### src/design/acg_pkg.sv
// constants for the converter channel gate and result registers
// assumes a byte-wide register space reached over a two-wire serial bus
package acg_pkg;
   // register byte addresses
   localparam logic [7:0] ACG_ADDR_CHANNEL_OFF = 8'h15;
   localparam logic [7:0] ACG_ADDR_IBUS_HIGH = 8'h16;
   localparam logic [7:0] ACG_ADDR_IBUS_LOW = 8'h17;
   localparam logic [7:0] ACG_ADDR_VBUS_HIGH = 8'h18;
   localparam logic [7:0] ACG_ADDR_VBUS_LOW = 8'h19;
   // reset values; results have no defined value, zero is used
   localparam logic [7:0] ACG_CHANNEL_OFF_RESET = 8'h00;
   localparam logic [15:0] ACG_RESULT_RESET = 16'h0000;
   localparam logic [7:0] ACG_UNMAPPED_READ = 8'h00;
   // channel-disable bit positions, also the sequencer channel codes
   localparam int ACG_BIT_DIE_TEMP = 0;
   localparam int ACG_BIT_BATTERY_THERM = 1;
   localparam int ACG_BIT_BUS_THERM = 2;
   localparam int ACG_BIT_BATTERY_CURRENT = 3;
   localparam int ACG_BIT_BATTERY_VOLTAGE = 4;
   localparam int ACG_BIT_OUTPUT_VOLTAGE = 5;
   localparam int ACG_BIT_ADAPTER_VOLTAGE = 6;
   localparam int ACG_BIT_BUS_VOLTAGE = 7;
   localparam logic [3:0] ACG_CHAN_BUS_CURRENT = 4'h8;
   localparam logic [3:0] ACG_CHAN_LAST = 4'h8;
   localparam logic [3:0] ACG_CHAN_BUS_VOLTAGE = 4'h7;
   // result layout: sign in bit 15, magnitude in bits 14:0
   localparam int ACG_SIGN_BIT = 15;
   // default serial target address, arbitrary
   localparam logic [6:0] ACG_TARGET_ADDR = 7'h6a;

   typedef enum logic [1:0] {
      ACG_SEQ_IDLE = 2'b00,
      ACG_SEQ_PICK = 2'b01,
      ACG_SEQ_WAIT = 2'b10
   } acg_seq_t;

   typedef enum logic [3:0] {
      ACG_SER_IDLE = 4'b0000,
      ACG_SER_ADDR = 4'b0001,
      ACG_SER_ADDR_ACK = 4'b0010,
      ACG_SER_PTR = 4'b0011,
      ACG_SER_PTR_ACK = 4'b0100,
      ACG_SER_WDATA = 4'b0101,
      ACG_SER_WDATA_ACK = 4'b0110,
      ACG_SER_RDATA = 4'b0111,
      ACG_SER_RDATA_ACK = 4'b1000
   } acg_ser_t;
endpackage : acg_pkg

### src/design/acg_top.sv
// converter channel gate, conversion sequencer and bus result registers
// assumes an analog converter that answers each start with one done pulse
`timescale 1ns/1ps
module acg_top #(
   parameter logic [6:0] TARGET_ADDR = acg_pkg::ACG_TARGET_ADDR
) (
   // clock and reset
   input wire logic clock,
   input wire logic arst_n,
   // serial register bus
   input wire logic scl_in,
   input wire logic sda_in,
   output logic sda_out,
   output logic sda_oe,
   // control from neighbouring registers
   input wire logic conv_enable,
   input wire logic bus_current_conv_off,
   input wire logic reg_reset_cmd,
   // analog converter
   output logic conv_start,
   output logic [3:0] conv_channel,
   input wire logic conv_done,
   input wire logic [15:0] conv_data,
   // results for channels held elsewhere
   output logic result_valid,
   output logic [3:0] result_channel,
   output logic [15:0] result_data
);
   import acg_pkg::*;

   // elaboration check: address zero is the general call
   if (TARGET_ADDR == 7'h00) begin : g_bad_target_addr
      $error("target address zero is the general call");
   end

   logic [7:0] reg_addr;
   logic reg_wr;
   logic [7:0] reg_wdata;
   logic [7:0] reg_rdata;
   logic [7:0] channel_off_reg;
   logic [7:0] ibus_high;
   logic [7:0] ibus_low;
   logic [7:0] vbus_high;
   logic [7:0] vbus_low;
   acg_seq_t state;
   acg_seq_t next_state;
   logic [3:0] chan;
   logic [3:0] next_chan;

   acg_serial_target #(
      .TARGET_ADDR(TARGET_ADDR)
   ) u_serial (
      .clock(clock),
      .arst_n(arst_n),
      .scl_in(scl_in),
      .sda_in(sda_in),
      .sda_out(sda_out),
      .sda_oe(sda_oe),
      .reg_addr(reg_addr),
      .reg_wr(reg_wr),
      .reg_wdata(reg_wdata),
      .reg_rdata(reg_rdata)
   );

   // named disable bits
   wire bus_voltage_conv_off = channel_off_reg[ACG_BIT_BUS_VOLTAGE];
   wire adapter_voltage_conv_off = channel_off_reg[ACG_BIT_ADAPTER_VOLTAGE];
   wire output_voltage_conv_off = channel_off_reg[ACG_BIT_OUTPUT_VOLTAGE];
   wire battery_voltage_conv_off = channel_off_reg[ACG_BIT_BATTERY_VOLTAGE];
   wire battery_current_conv_off = channel_off_reg[ACG_BIT_BATTERY_CURRENT];
   wire bus_thermistor_conv_off = channel_off_reg[ACG_BIT_BUS_THERM];
   wire battery_thermistor_conv_off = channel_off_reg[ACG_BIT_BATTERY_THERM];
   wire die_temp_conv_off = channel_off_reg[ACG_BIT_DIE_TEMP];
   wire [8:0] skip_mask = {bus_current_conv_off,
                           bus_voltage_conv_off,
                           adapter_voltage_conv_off,
                           output_voltage_conv_off,
                           battery_voltage_conv_off,
                           battery_current_conv_off,
                           bus_thermistor_conv_off,
                           battery_thermistor_conv_off,
                           die_temp_conv_off};

   // register writes
   wire wr_channel_off = reg_wr && (reg_addr == ACG_ADDR_CHANNEL_OFF);

   always_ff @(posedge clock or negedge arst_n) begin
      if (!arst_n) begin
         channel_off_reg <= ACG_CHANNEL_OFF_RESET;
      end else if (reg_reset_cmd) begin
         channel_off_reg <= ACG_CHANNEL_OFF_RESET;
      end else if (wr_channel_off) begin
         channel_off_reg <= reg_wdata;
      end
   end

   // sequencer: walks channels 0..8, skipping disabled ones
   wire chan_skipped = skip_mask[chan];
   wire at_last = (chan == ACG_CHAN_LAST);
   wire [3:0] chan_after = at_last ? 4'h0 : chan + 4'h1;

   always_comb begin
      next_state = state;
      next_chan = chan;
      case (state)
         ACG_SEQ_IDLE: begin
            if (conv_enable) begin
               next_state = ACG_SEQ_PICK;
               next_chan = 4'h0;
            end
         end
         ACG_SEQ_PICK: begin
            if (!conv_enable) begin
               next_state = ACG_SEQ_IDLE;
            end else if (chan_skipped) begin
               next_chan = chan_after;
            end else begin
               next_state = ACG_SEQ_WAIT;
            end
         end
         ACG_SEQ_WAIT: begin
            if (conv_done) begin
               next_chan = chan_after;
               next_state = conv_enable ? ACG_SEQ_PICK : ACG_SEQ_IDLE;
            end
         end
         default: begin
            next_state = ACG_SEQ_IDLE;
         end
      endcase
   end

   wire start_now = (state == ACG_SEQ_PICK) && conv_enable && !chan_skipped;
   wire result_now = (state == ACG_SEQ_WAIT) && conv_done;

   always_ff @(posedge clock or negedge arst_n) begin
      if (!arst_n) begin
         state <= ACG_SEQ_IDLE;
         chan <= 4'h0;
         conv_start <= 1'b0;
         conv_channel <= 4'h0;
      end else begin
         state <= next_state;
         chan <= next_chan;
         conv_start <= start_now;
         if (start_now) begin
            conv_channel <= chan;
         end
      end
   end

   always_ff @(posedge clock or negedge arst_n) begin
      if (!arst_n) begin
         result_valid <= 1'b0;
         result_channel <= 4'h0;
         result_data <= ACG_RESULT_RESET;
      end else begin
         result_valid <= result_now;
         if (result_now) begin
            result_channel <= chan;
            result_data <= conv_data;
         end
      end
   end

   // results stored only on a finished conversion; only reset and register reset clear them
   wire load_ibus = result_now && (chan == ACG_CHAN_BUS_CURRENT);
   wire load_vbus = result_now && (chan == ACG_CHAN_BUS_VOLTAGE);

   acg_result_pair u_ibus (
      .clock(clock),
      .arst_n(arst_n),
      .clear(reg_reset_cmd),
      .load(load_ibus),
      .value(conv_data),
      .high_byte(ibus_high),
      .low_byte(ibus_low)
   );

   acg_result_pair u_vbus (
      .clock(clock),
      .arst_n(arst_n),
      .clear(reg_reset_cmd),
      .load(load_vbus),
      .value(conv_data),
      .high_byte(vbus_high),
      .low_byte(vbus_low)
   );

   // read decode
   wire rd_channel_off = (reg_addr == ACG_ADDR_CHANNEL_OFF);
   wire rd_ibus_high = (reg_addr == ACG_ADDR_IBUS_HIGH);
   wire rd_ibus_low = (reg_addr == ACG_ADDR_IBUS_LOW);
   wire rd_vbus_high = (reg_addr == ACG_ADDR_VBUS_HIGH);
   wire rd_vbus_low = (reg_addr == ACG_ADDR_VBUS_LOW);

   assign reg_rdata = rd_channel_off ? channel_off_reg :
                      rd_ibus_high ? ibus_high :
                      rd_ibus_low ? ibus_low :
                      rd_vbus_high ? vbus_high :
                      rd_vbus_low ? vbus_low :
                      ACG_UNMAPPED_READ;
endmodule : acg_top

### src/design/acg_result_pair.sv
// one signed 16-bit conversion result split into high and low bytes
// assumes load is a one-cycle pulse from the sequencer and clear one from the register reset command
`timescale 1ns/1ps
module acg_result_pair (
   // clock and reset
   input wire logic clock,
   input wire logic arst_n,
   // update side
   input wire logic clear,
   input wire logic load,
   input wire logic [15:0] value,
   // register view
   output logic [7:0] high_byte,
   output logic [7:0] low_byte
);
   import acg_pkg::*;

   logic [15:0] result;

   // clear wins: register reset discards a result in flight
   always_ff @(posedge clock or negedge arst_n) begin
      if (!arst_n) begin
         result <= ACG_RESULT_RESET;
      end else if (clear) begin
         result <= ACG_RESULT_RESET;
      end else if (load) begin
         result <= value;
      end
   end

   // sign sits in bit 7 of the high byte
   assign high_byte = result[15:8];
   assign low_byte = result[7:0];
endmodule : acg_result_pair

### src/design/acg_serial_target.sv
// two-wire serial target: pointer write, data writes, data reads
// assumes scl and sda are already synchronous to clock
`timescale 1ns/1ps
module acg_serial_target #(
   parameter logic [6:0] TARGET_ADDR = acg_pkg::ACG_TARGET_ADDR
) (
   // clock and reset
   input wire logic clock,
   input wire logic arst_n,
   // serial pins
   input wire logic scl_in,
   input wire logic sda_in,
   output logic sda_out,
   output logic sda_oe,
   // register access
   output logic [7:0] reg_addr,
   output logic reg_wr,
   output logic [7:0] reg_wdata,
   input wire logic [7:0] reg_rdata
);
   import acg_pkg::*;

   acg_ser_t state;
   logic scl_q;
   logic sda_q;
   logic [2:0] bit_cnt;
   logic full;
   logic [7:0] shift;
   logic read_mode;
   logic nack;

   wire start_seen = scl_in & scl_q & sda_q & ~sda_in;
   wire stop_seen = scl_in & scl_q & ~sda_q & sda_in;
   wire scl_rise = scl_in & ~scl_q;
   wire scl_fall = ~scl_in & scl_q;
   wire addr_match = (shift[7:1] == TARGET_ADDR);
   wire collecting = (state == ACG_SER_ADDR) || (state == ACG_SER_PTR) ||
                     (state == ACG_SER_WDATA) || (state == ACG_SER_RDATA);

   assign sda_out = 1'b0;
   assign reg_wdata = shift;

   always_ff @(posedge clock or negedge arst_n) begin
      if (!arst_n) begin
         scl_q <= 1'b1;
         sda_q <= 1'b1;
      end else begin
         scl_q <= scl_in;
         sda_q <= sda_in;
      end
   end

   always_ff @(posedge clock or negedge arst_n) begin
      if (!arst_n) begin
         state <= ACG_SER_IDLE;
         bit_cnt <= 3'h0;
         full <= 1'b0;
         shift <= 8'h00;
         read_mode <= 1'b0;
         nack <= 1'b0;
         sda_oe <= 1'b0;
         reg_addr <= 8'h00;
         reg_wr <= 1'b0;
      end else begin
         reg_wr <= 1'b0;
         if (start_seen) begin
            state <= ACG_SER_ADDR;
            bit_cnt <= 3'h0;
            full <= 1'b0;
            sda_oe <= 1'b0;
         end else if (stop_seen) begin
            state <= ACG_SER_IDLE;
            sda_oe <= 1'b0;
         end else if (scl_rise) begin
            if (collecting) begin
               if (state != ACG_SER_RDATA) begin
                  shift <= {shift[6:0], sda_in};
               end
               bit_cnt <= bit_cnt + 3'h1;
               full <= (bit_cnt == 3'h7);
            end
            if (state == ACG_SER_RDATA_ACK) begin
               nack <= sda_in;
            end
         end else if (scl_fall) begin
            case (state)
               ACG_SER_ADDR: begin
                  if (full && addr_match) begin
                     read_mode <= shift[0];
                     sda_oe <= 1'b1;
                     state <= ACG_SER_ADDR_ACK;
                  end else if (full) begin
                     state <= ACG_SER_IDLE;
                  end
               end
               ACG_SER_ADDR_ACK: begin
                  full <= 1'b0;
                  if (read_mode) begin
                     shift <= reg_rdata;
                     sda_oe <= ~reg_rdata[7];
                     reg_addr <= reg_addr + 8'h01;
                     state <= ACG_SER_RDATA;
                  end else begin
                     sda_oe <= 1'b0;
                     state <= ACG_SER_PTR;
                  end
               end
               ACG_SER_PTR: begin
                  if (full) begin
                     reg_addr <= shift;
                     sda_oe <= 1'b1;
                     state <= ACG_SER_PTR_ACK;
                  end
               end
               ACG_SER_WDATA: begin
                  if (full) begin
                     reg_wr <= 1'b1;
                     sda_oe <= 1'b1;
                     state <= ACG_SER_WDATA_ACK;
                  end
               end
               ACG_SER_PTR_ACK, ACG_SER_WDATA_ACK: begin
                  if (state == ACG_SER_WDATA_ACK) begin
                     reg_addr <= reg_addr + 8'h01;
                  end
                  full <= 1'b0;
                  sda_oe <= 1'b0;
                  state <= ACG_SER_WDATA;
               end
               ACG_SER_RDATA: begin
                  if (full) begin
                     sda_oe <= 1'b0;
                     state <= ACG_SER_RDATA_ACK;
                  end else begin
                     shift <= {shift[6:0], 1'b0};
                     sda_oe <= ~shift[6];
                  end
               end
               ACG_SER_RDATA_ACK: begin
                  full <= 1'b0;
                  if (nack) begin
                     state <= ACG_SER_IDLE;
                  end else begin
                     shift <= reg_rdata;
                     sda_oe <= ~reg_rdata[7];
                     reg_addr <= reg_addr + 8'h01;
                     state <= ACG_SER_RDATA;
                  end
               end
               default: begin
                  state <= ACG_SER_IDLE;
               end
            endcase
         end
      end
   end
endmodule : acg_serial_target

### config.mk
export PLATFORM = sky130hd
export DESIGN_NAME = acg_top
export DESIGN_NICKNAME = d
export VERILOG_FILES = /design/src/design/acg_pkg.sv /design/src/design/acg_top.sv /design/src/design/acg_result_pair.sv /design/src/design/acg_serial_target.sv
export SDC_FILE = /design/constraint.sdc
export NUM_CORES = 1
export LEC_CHECK = 0
export BUFFER_PORTS_ARGS = -buffer_cell sky130_fd_sc_hd__buf_2
export CORE_MARGIN = 5
export CORE_UTILIZATION = 40
export DETAILED_ROUTE_END_ITERATION = 6
export GPL_ROUTABILITY_DRIVEN = 0
export SETUP_SLACK_MARGIN = 0.05
export SYNTH_ARGS = -nofsm -noshare
export SYNTH_HDL_FRONTEND = slang
export SYNTH_SLANG_ARGS = --single-unit
### constraint.sdc
create_clock -name clock -period 2.3 [get_ports clock]
set_clock_uncertainty 0.15 [all_clocks]
set_input_delay 0.46 -clock clock [delete_from_list [all_inputs] [get_ports clock]]
set_output_delay 0.46 -clock clock [all_outputs]
set_load 0.01 [all_outputs]
==> impl_metrics.env <==
export IMPL_worstSetupPathType="reg -> reg"
export IMPL_htree_levels=3
export IMPL_cp_slowest_cell="or4_4"
export IMPL_fill_cells=1314
export IMPL_cp_arrival_ns=2.22
export IMPL_syn_to_final_growth_pct=17.8
export IMPL_synthArstFlopShare_pct=100
export IMPL_diodes=0
export IMPL_status="completed"
export IMPL_startpoint_type="register"
export IMPL_fin_crit_ns=2.14
export IMPL_first_pass_iters=5
export IMPL_p_leak_nw=2.94
export IMPL_start_util_pct=41.1
export IMPL_io_buffer_count=50
export IMPL_avgRoutedWirePerCell_um=15.8
export IMPL_yosysMostFrequentCell="nand2_1"
export IMPL_worst_path_max_fanout=9
export IMPL_vias_per_cell=5.44
export IMPL_worst_pin_slew_ns=0.700
export IMPL_fmax_mhz=468
export IMPL_die_area_um2=16200
export IMPL_fp_coreArea_um2=13400
export IMPL_final_seq_area_um2=2560
export IMPL_crit_required_ns=2.38
export IMPL_finalCritPeriodShare_pct=92.8
export IMPL_cts_path_max_buffers=2
export IMPL_synth_common_cells="104 x nand2_1, 100 x dfrtp_1, 75 x a21oi_1, 49 x nor2_1, 30 x o21ai_0"
export IMPL_p_per_area_nw_per_um2=896
export IMPL_drt_iter0_drc=276
export IMPL_maxCapViolCount=0
export IMPL_ys_seq_area_share_pct=46.4
export IMPL_setup_tns_ns=0
export IMPL_max_stage_delay_ns=0.44
export IMPL_rows=42
export IMPL_drive_above_1_share_pct=22.5
export IMPL_hold_viol=0
export IMPL_largestRegisters="result_data x16, u_ibus.result x16, u_vbus.result x16"
export IMPL_die_height_um=127
export IMPL_synth_seq_cells=102
export IMPL_dpl_hpwl_um=9850
export IMPL_synth_edf_count=0
export IMPL_synth_cells=605
export IMPL_ant_nets=0
export IMPL_timing_hold_worst_class="in -> reg"
export IMPL_crit_path_cell_trace="buf_4, mux2i_1, or4_4, o311ai_1, a31o_2, mux2_4"
export IMPL_finalPower_mw=5.82
export IMPL_hold_ws_ns=0.0941
export IMPL_synth_nets=644
export IMPL_drt_wl_total_um=13500
export IMPL_synth_top_area_share_pct=45.4
export IMPL_clock_latency_ns=0.35
export IMPL_synth_area_per_cell_um2=9.11
export IMPL_antenna_found_initial=0
export IMPL_cts_tree="yes"
export IMPL_rsz0062_at_grt="no"
export IMPL_cts_sinks=102
export IMPL_yosysTopAreaCell="dfrtp_1"
export IMPL_multiInputGateArea_um2=2740
export IMPL_cts_clk_slew_worst_paths_ns=0.07
export IMPL_grt_max_degree=41
export IMPL_drc_errors=0
export IMPL_root_buffer="clkbuf_16"
export IMPL_grt_pass1_wl_um=22700
export IMPL_cp_end_kind="register"
export IMPL_grt_overflow=0
export IMPL_peakVddDrop_v=0.000447
export IMPL_synth_cell_types=66
export IMPL_grt_pass1_vias=4608
export IMPL_die_width_um=127
export IMPL_ys_top_cells_by_area="dfrtp_1 45%, nand2_1 7.1%, a21oi_1 6.8%"
export IMPL_cts_buffers=9
export IMPL_finalSetupViolCount=0
export IMPL_ios=52
export IMPL_yosysWarnings=0
export IMPL_max_slew_margin_pct=53.3
export IMPL_vias=4632
export IMPL_nets=710
export IMPL_grtUsageTotal_pct=17.1
export IMPL_drv_slew=0
export IMPL_synthFlopType="dfrtp_1"
export IMPL_synth_area_um2=5510
[layout make-up]
class                      instances  area share [%]
tap                              176            3.39
multi-input combinational        442            42.2
timing repair buffer              88            8.71
clock buffer                      10            3.53
clock inverter                     6            1.19
inverter                          28            1.62
sequential                       102            39.4
[placed cells by master, fill, tap and decap left out, drive strengths merged, types with 3 or more instances in the layout]
cell	netlist	layout
a21oi	77	77
a22oi	9	9
a2bb2oi	3	3
and3	3	3
buf	12	87
clkbuf	21	10
dfrtp	100	100
ha	15	15
inv	28	32
mux2	27	27
mux2i	12	12
nand2	104	104
nand2b	7	7
nand3	12	12
nand4	4	4
nor2	51	51
nor2b	11	11
nor3	9	9
o21a	3	3
o21ai	32	32
o21bai	3	3
o22ai	6	6
o31ai	3	3
o32a	6	6
o41ai	3	3
or3	4	4
[per-layer routing]
| metal | track usage, % | part of all wire (%) | wire (um) |
|---|---|---|---|
| met5 | 0 | 0 | 0 |
| met4 | 6.50 | 2.2 | 299 |
| met3 | 3.59 | 4.7 | 628 |
| met2 | 27.3 | 47 | 6400 |
| met1 | 23.0 | 46 | 6180 |
[worst paths after layout]
check,from,slack (ns),depth (start not counted),end
max in group asynchronous,arst_n,0.89,3,result_data[0]
hold reg to reg,result_channel[0],0.33,2,result_channel[0]
setup reg to reg,chan[0],0.16,6,state[0]
min in group asynchronous,arst_n,0.49,2,state[0]
setup / recovery,chan[0],0.16,6,state[0]
hold / removal,scl_in,0.09,1,u_serial.scl_q
[power by group]
part	leakage (nW)	internal [mW]	switching, mW	total [mW]
combinational	1.44	0.830	0.968	1.80
clock	0.148	0.869	0.732	1.60
sequential	1.35	2.16	0.265	2.42
total	2.94	3.85	1.96	5.82
[critical path: cells and delay by family, from the launching register on]
family	cells	cell delay, ns
mux	2	0.46
simple gates	1	0.44
compound gates	2	0.41
flops	1	0.39
buf+inv	1	0.17
[per-stage QoR]
stage | cells | setup WS [ns] | area (um^2) | util [%]
final | 852 | 0.165 | 6490 | 48.5
after floorplan | 605 | 0.191 | 5510 | -
after global placement | 833 | 0.0998 | 6120 | 45.7
after CTS | 850 | 0.0977 | 6440 | 48.0
after detailed placement | 833 | 0.0689 | 6120 | 45.7
after global routing | 852 | 0.0581 | 6490 | 48.5
[timing repair]
| item | 4_1_cts | 5_1_grt |
|---|---|---|
| setup endpoints to repair | 0 | 45 |
| resized for setup | 0 | 12 |
| hold buffers | 1 | 0 |
| setup buffers | 0 | 2 |
| hold endpoints to repair | 35 | 0 |
[cell families (layout without fill, tap and decap cells)]
| group | after synthesis | count (layout) | synth area share (%) |
|---|---|---|---|
| buffers and inverters | 61 | 132 | 4.63 |
| AOI/OAI and AO/OA | 165 | 165 | 18.9 |
| other | 1 | 1 | 0.0680 |
| DFF | 102 | 102 | 46.4 |
| muxes | 40 | 40 | 8.17 |
| and+or+nand+nor | 220 | 220 | 18.3 |
| adders and majority gates | 15 | 15 | 3.41 |
| xor gates and xnor gates | 1 | 1 | 0.159 |
(Power assumes the default switching activity.)
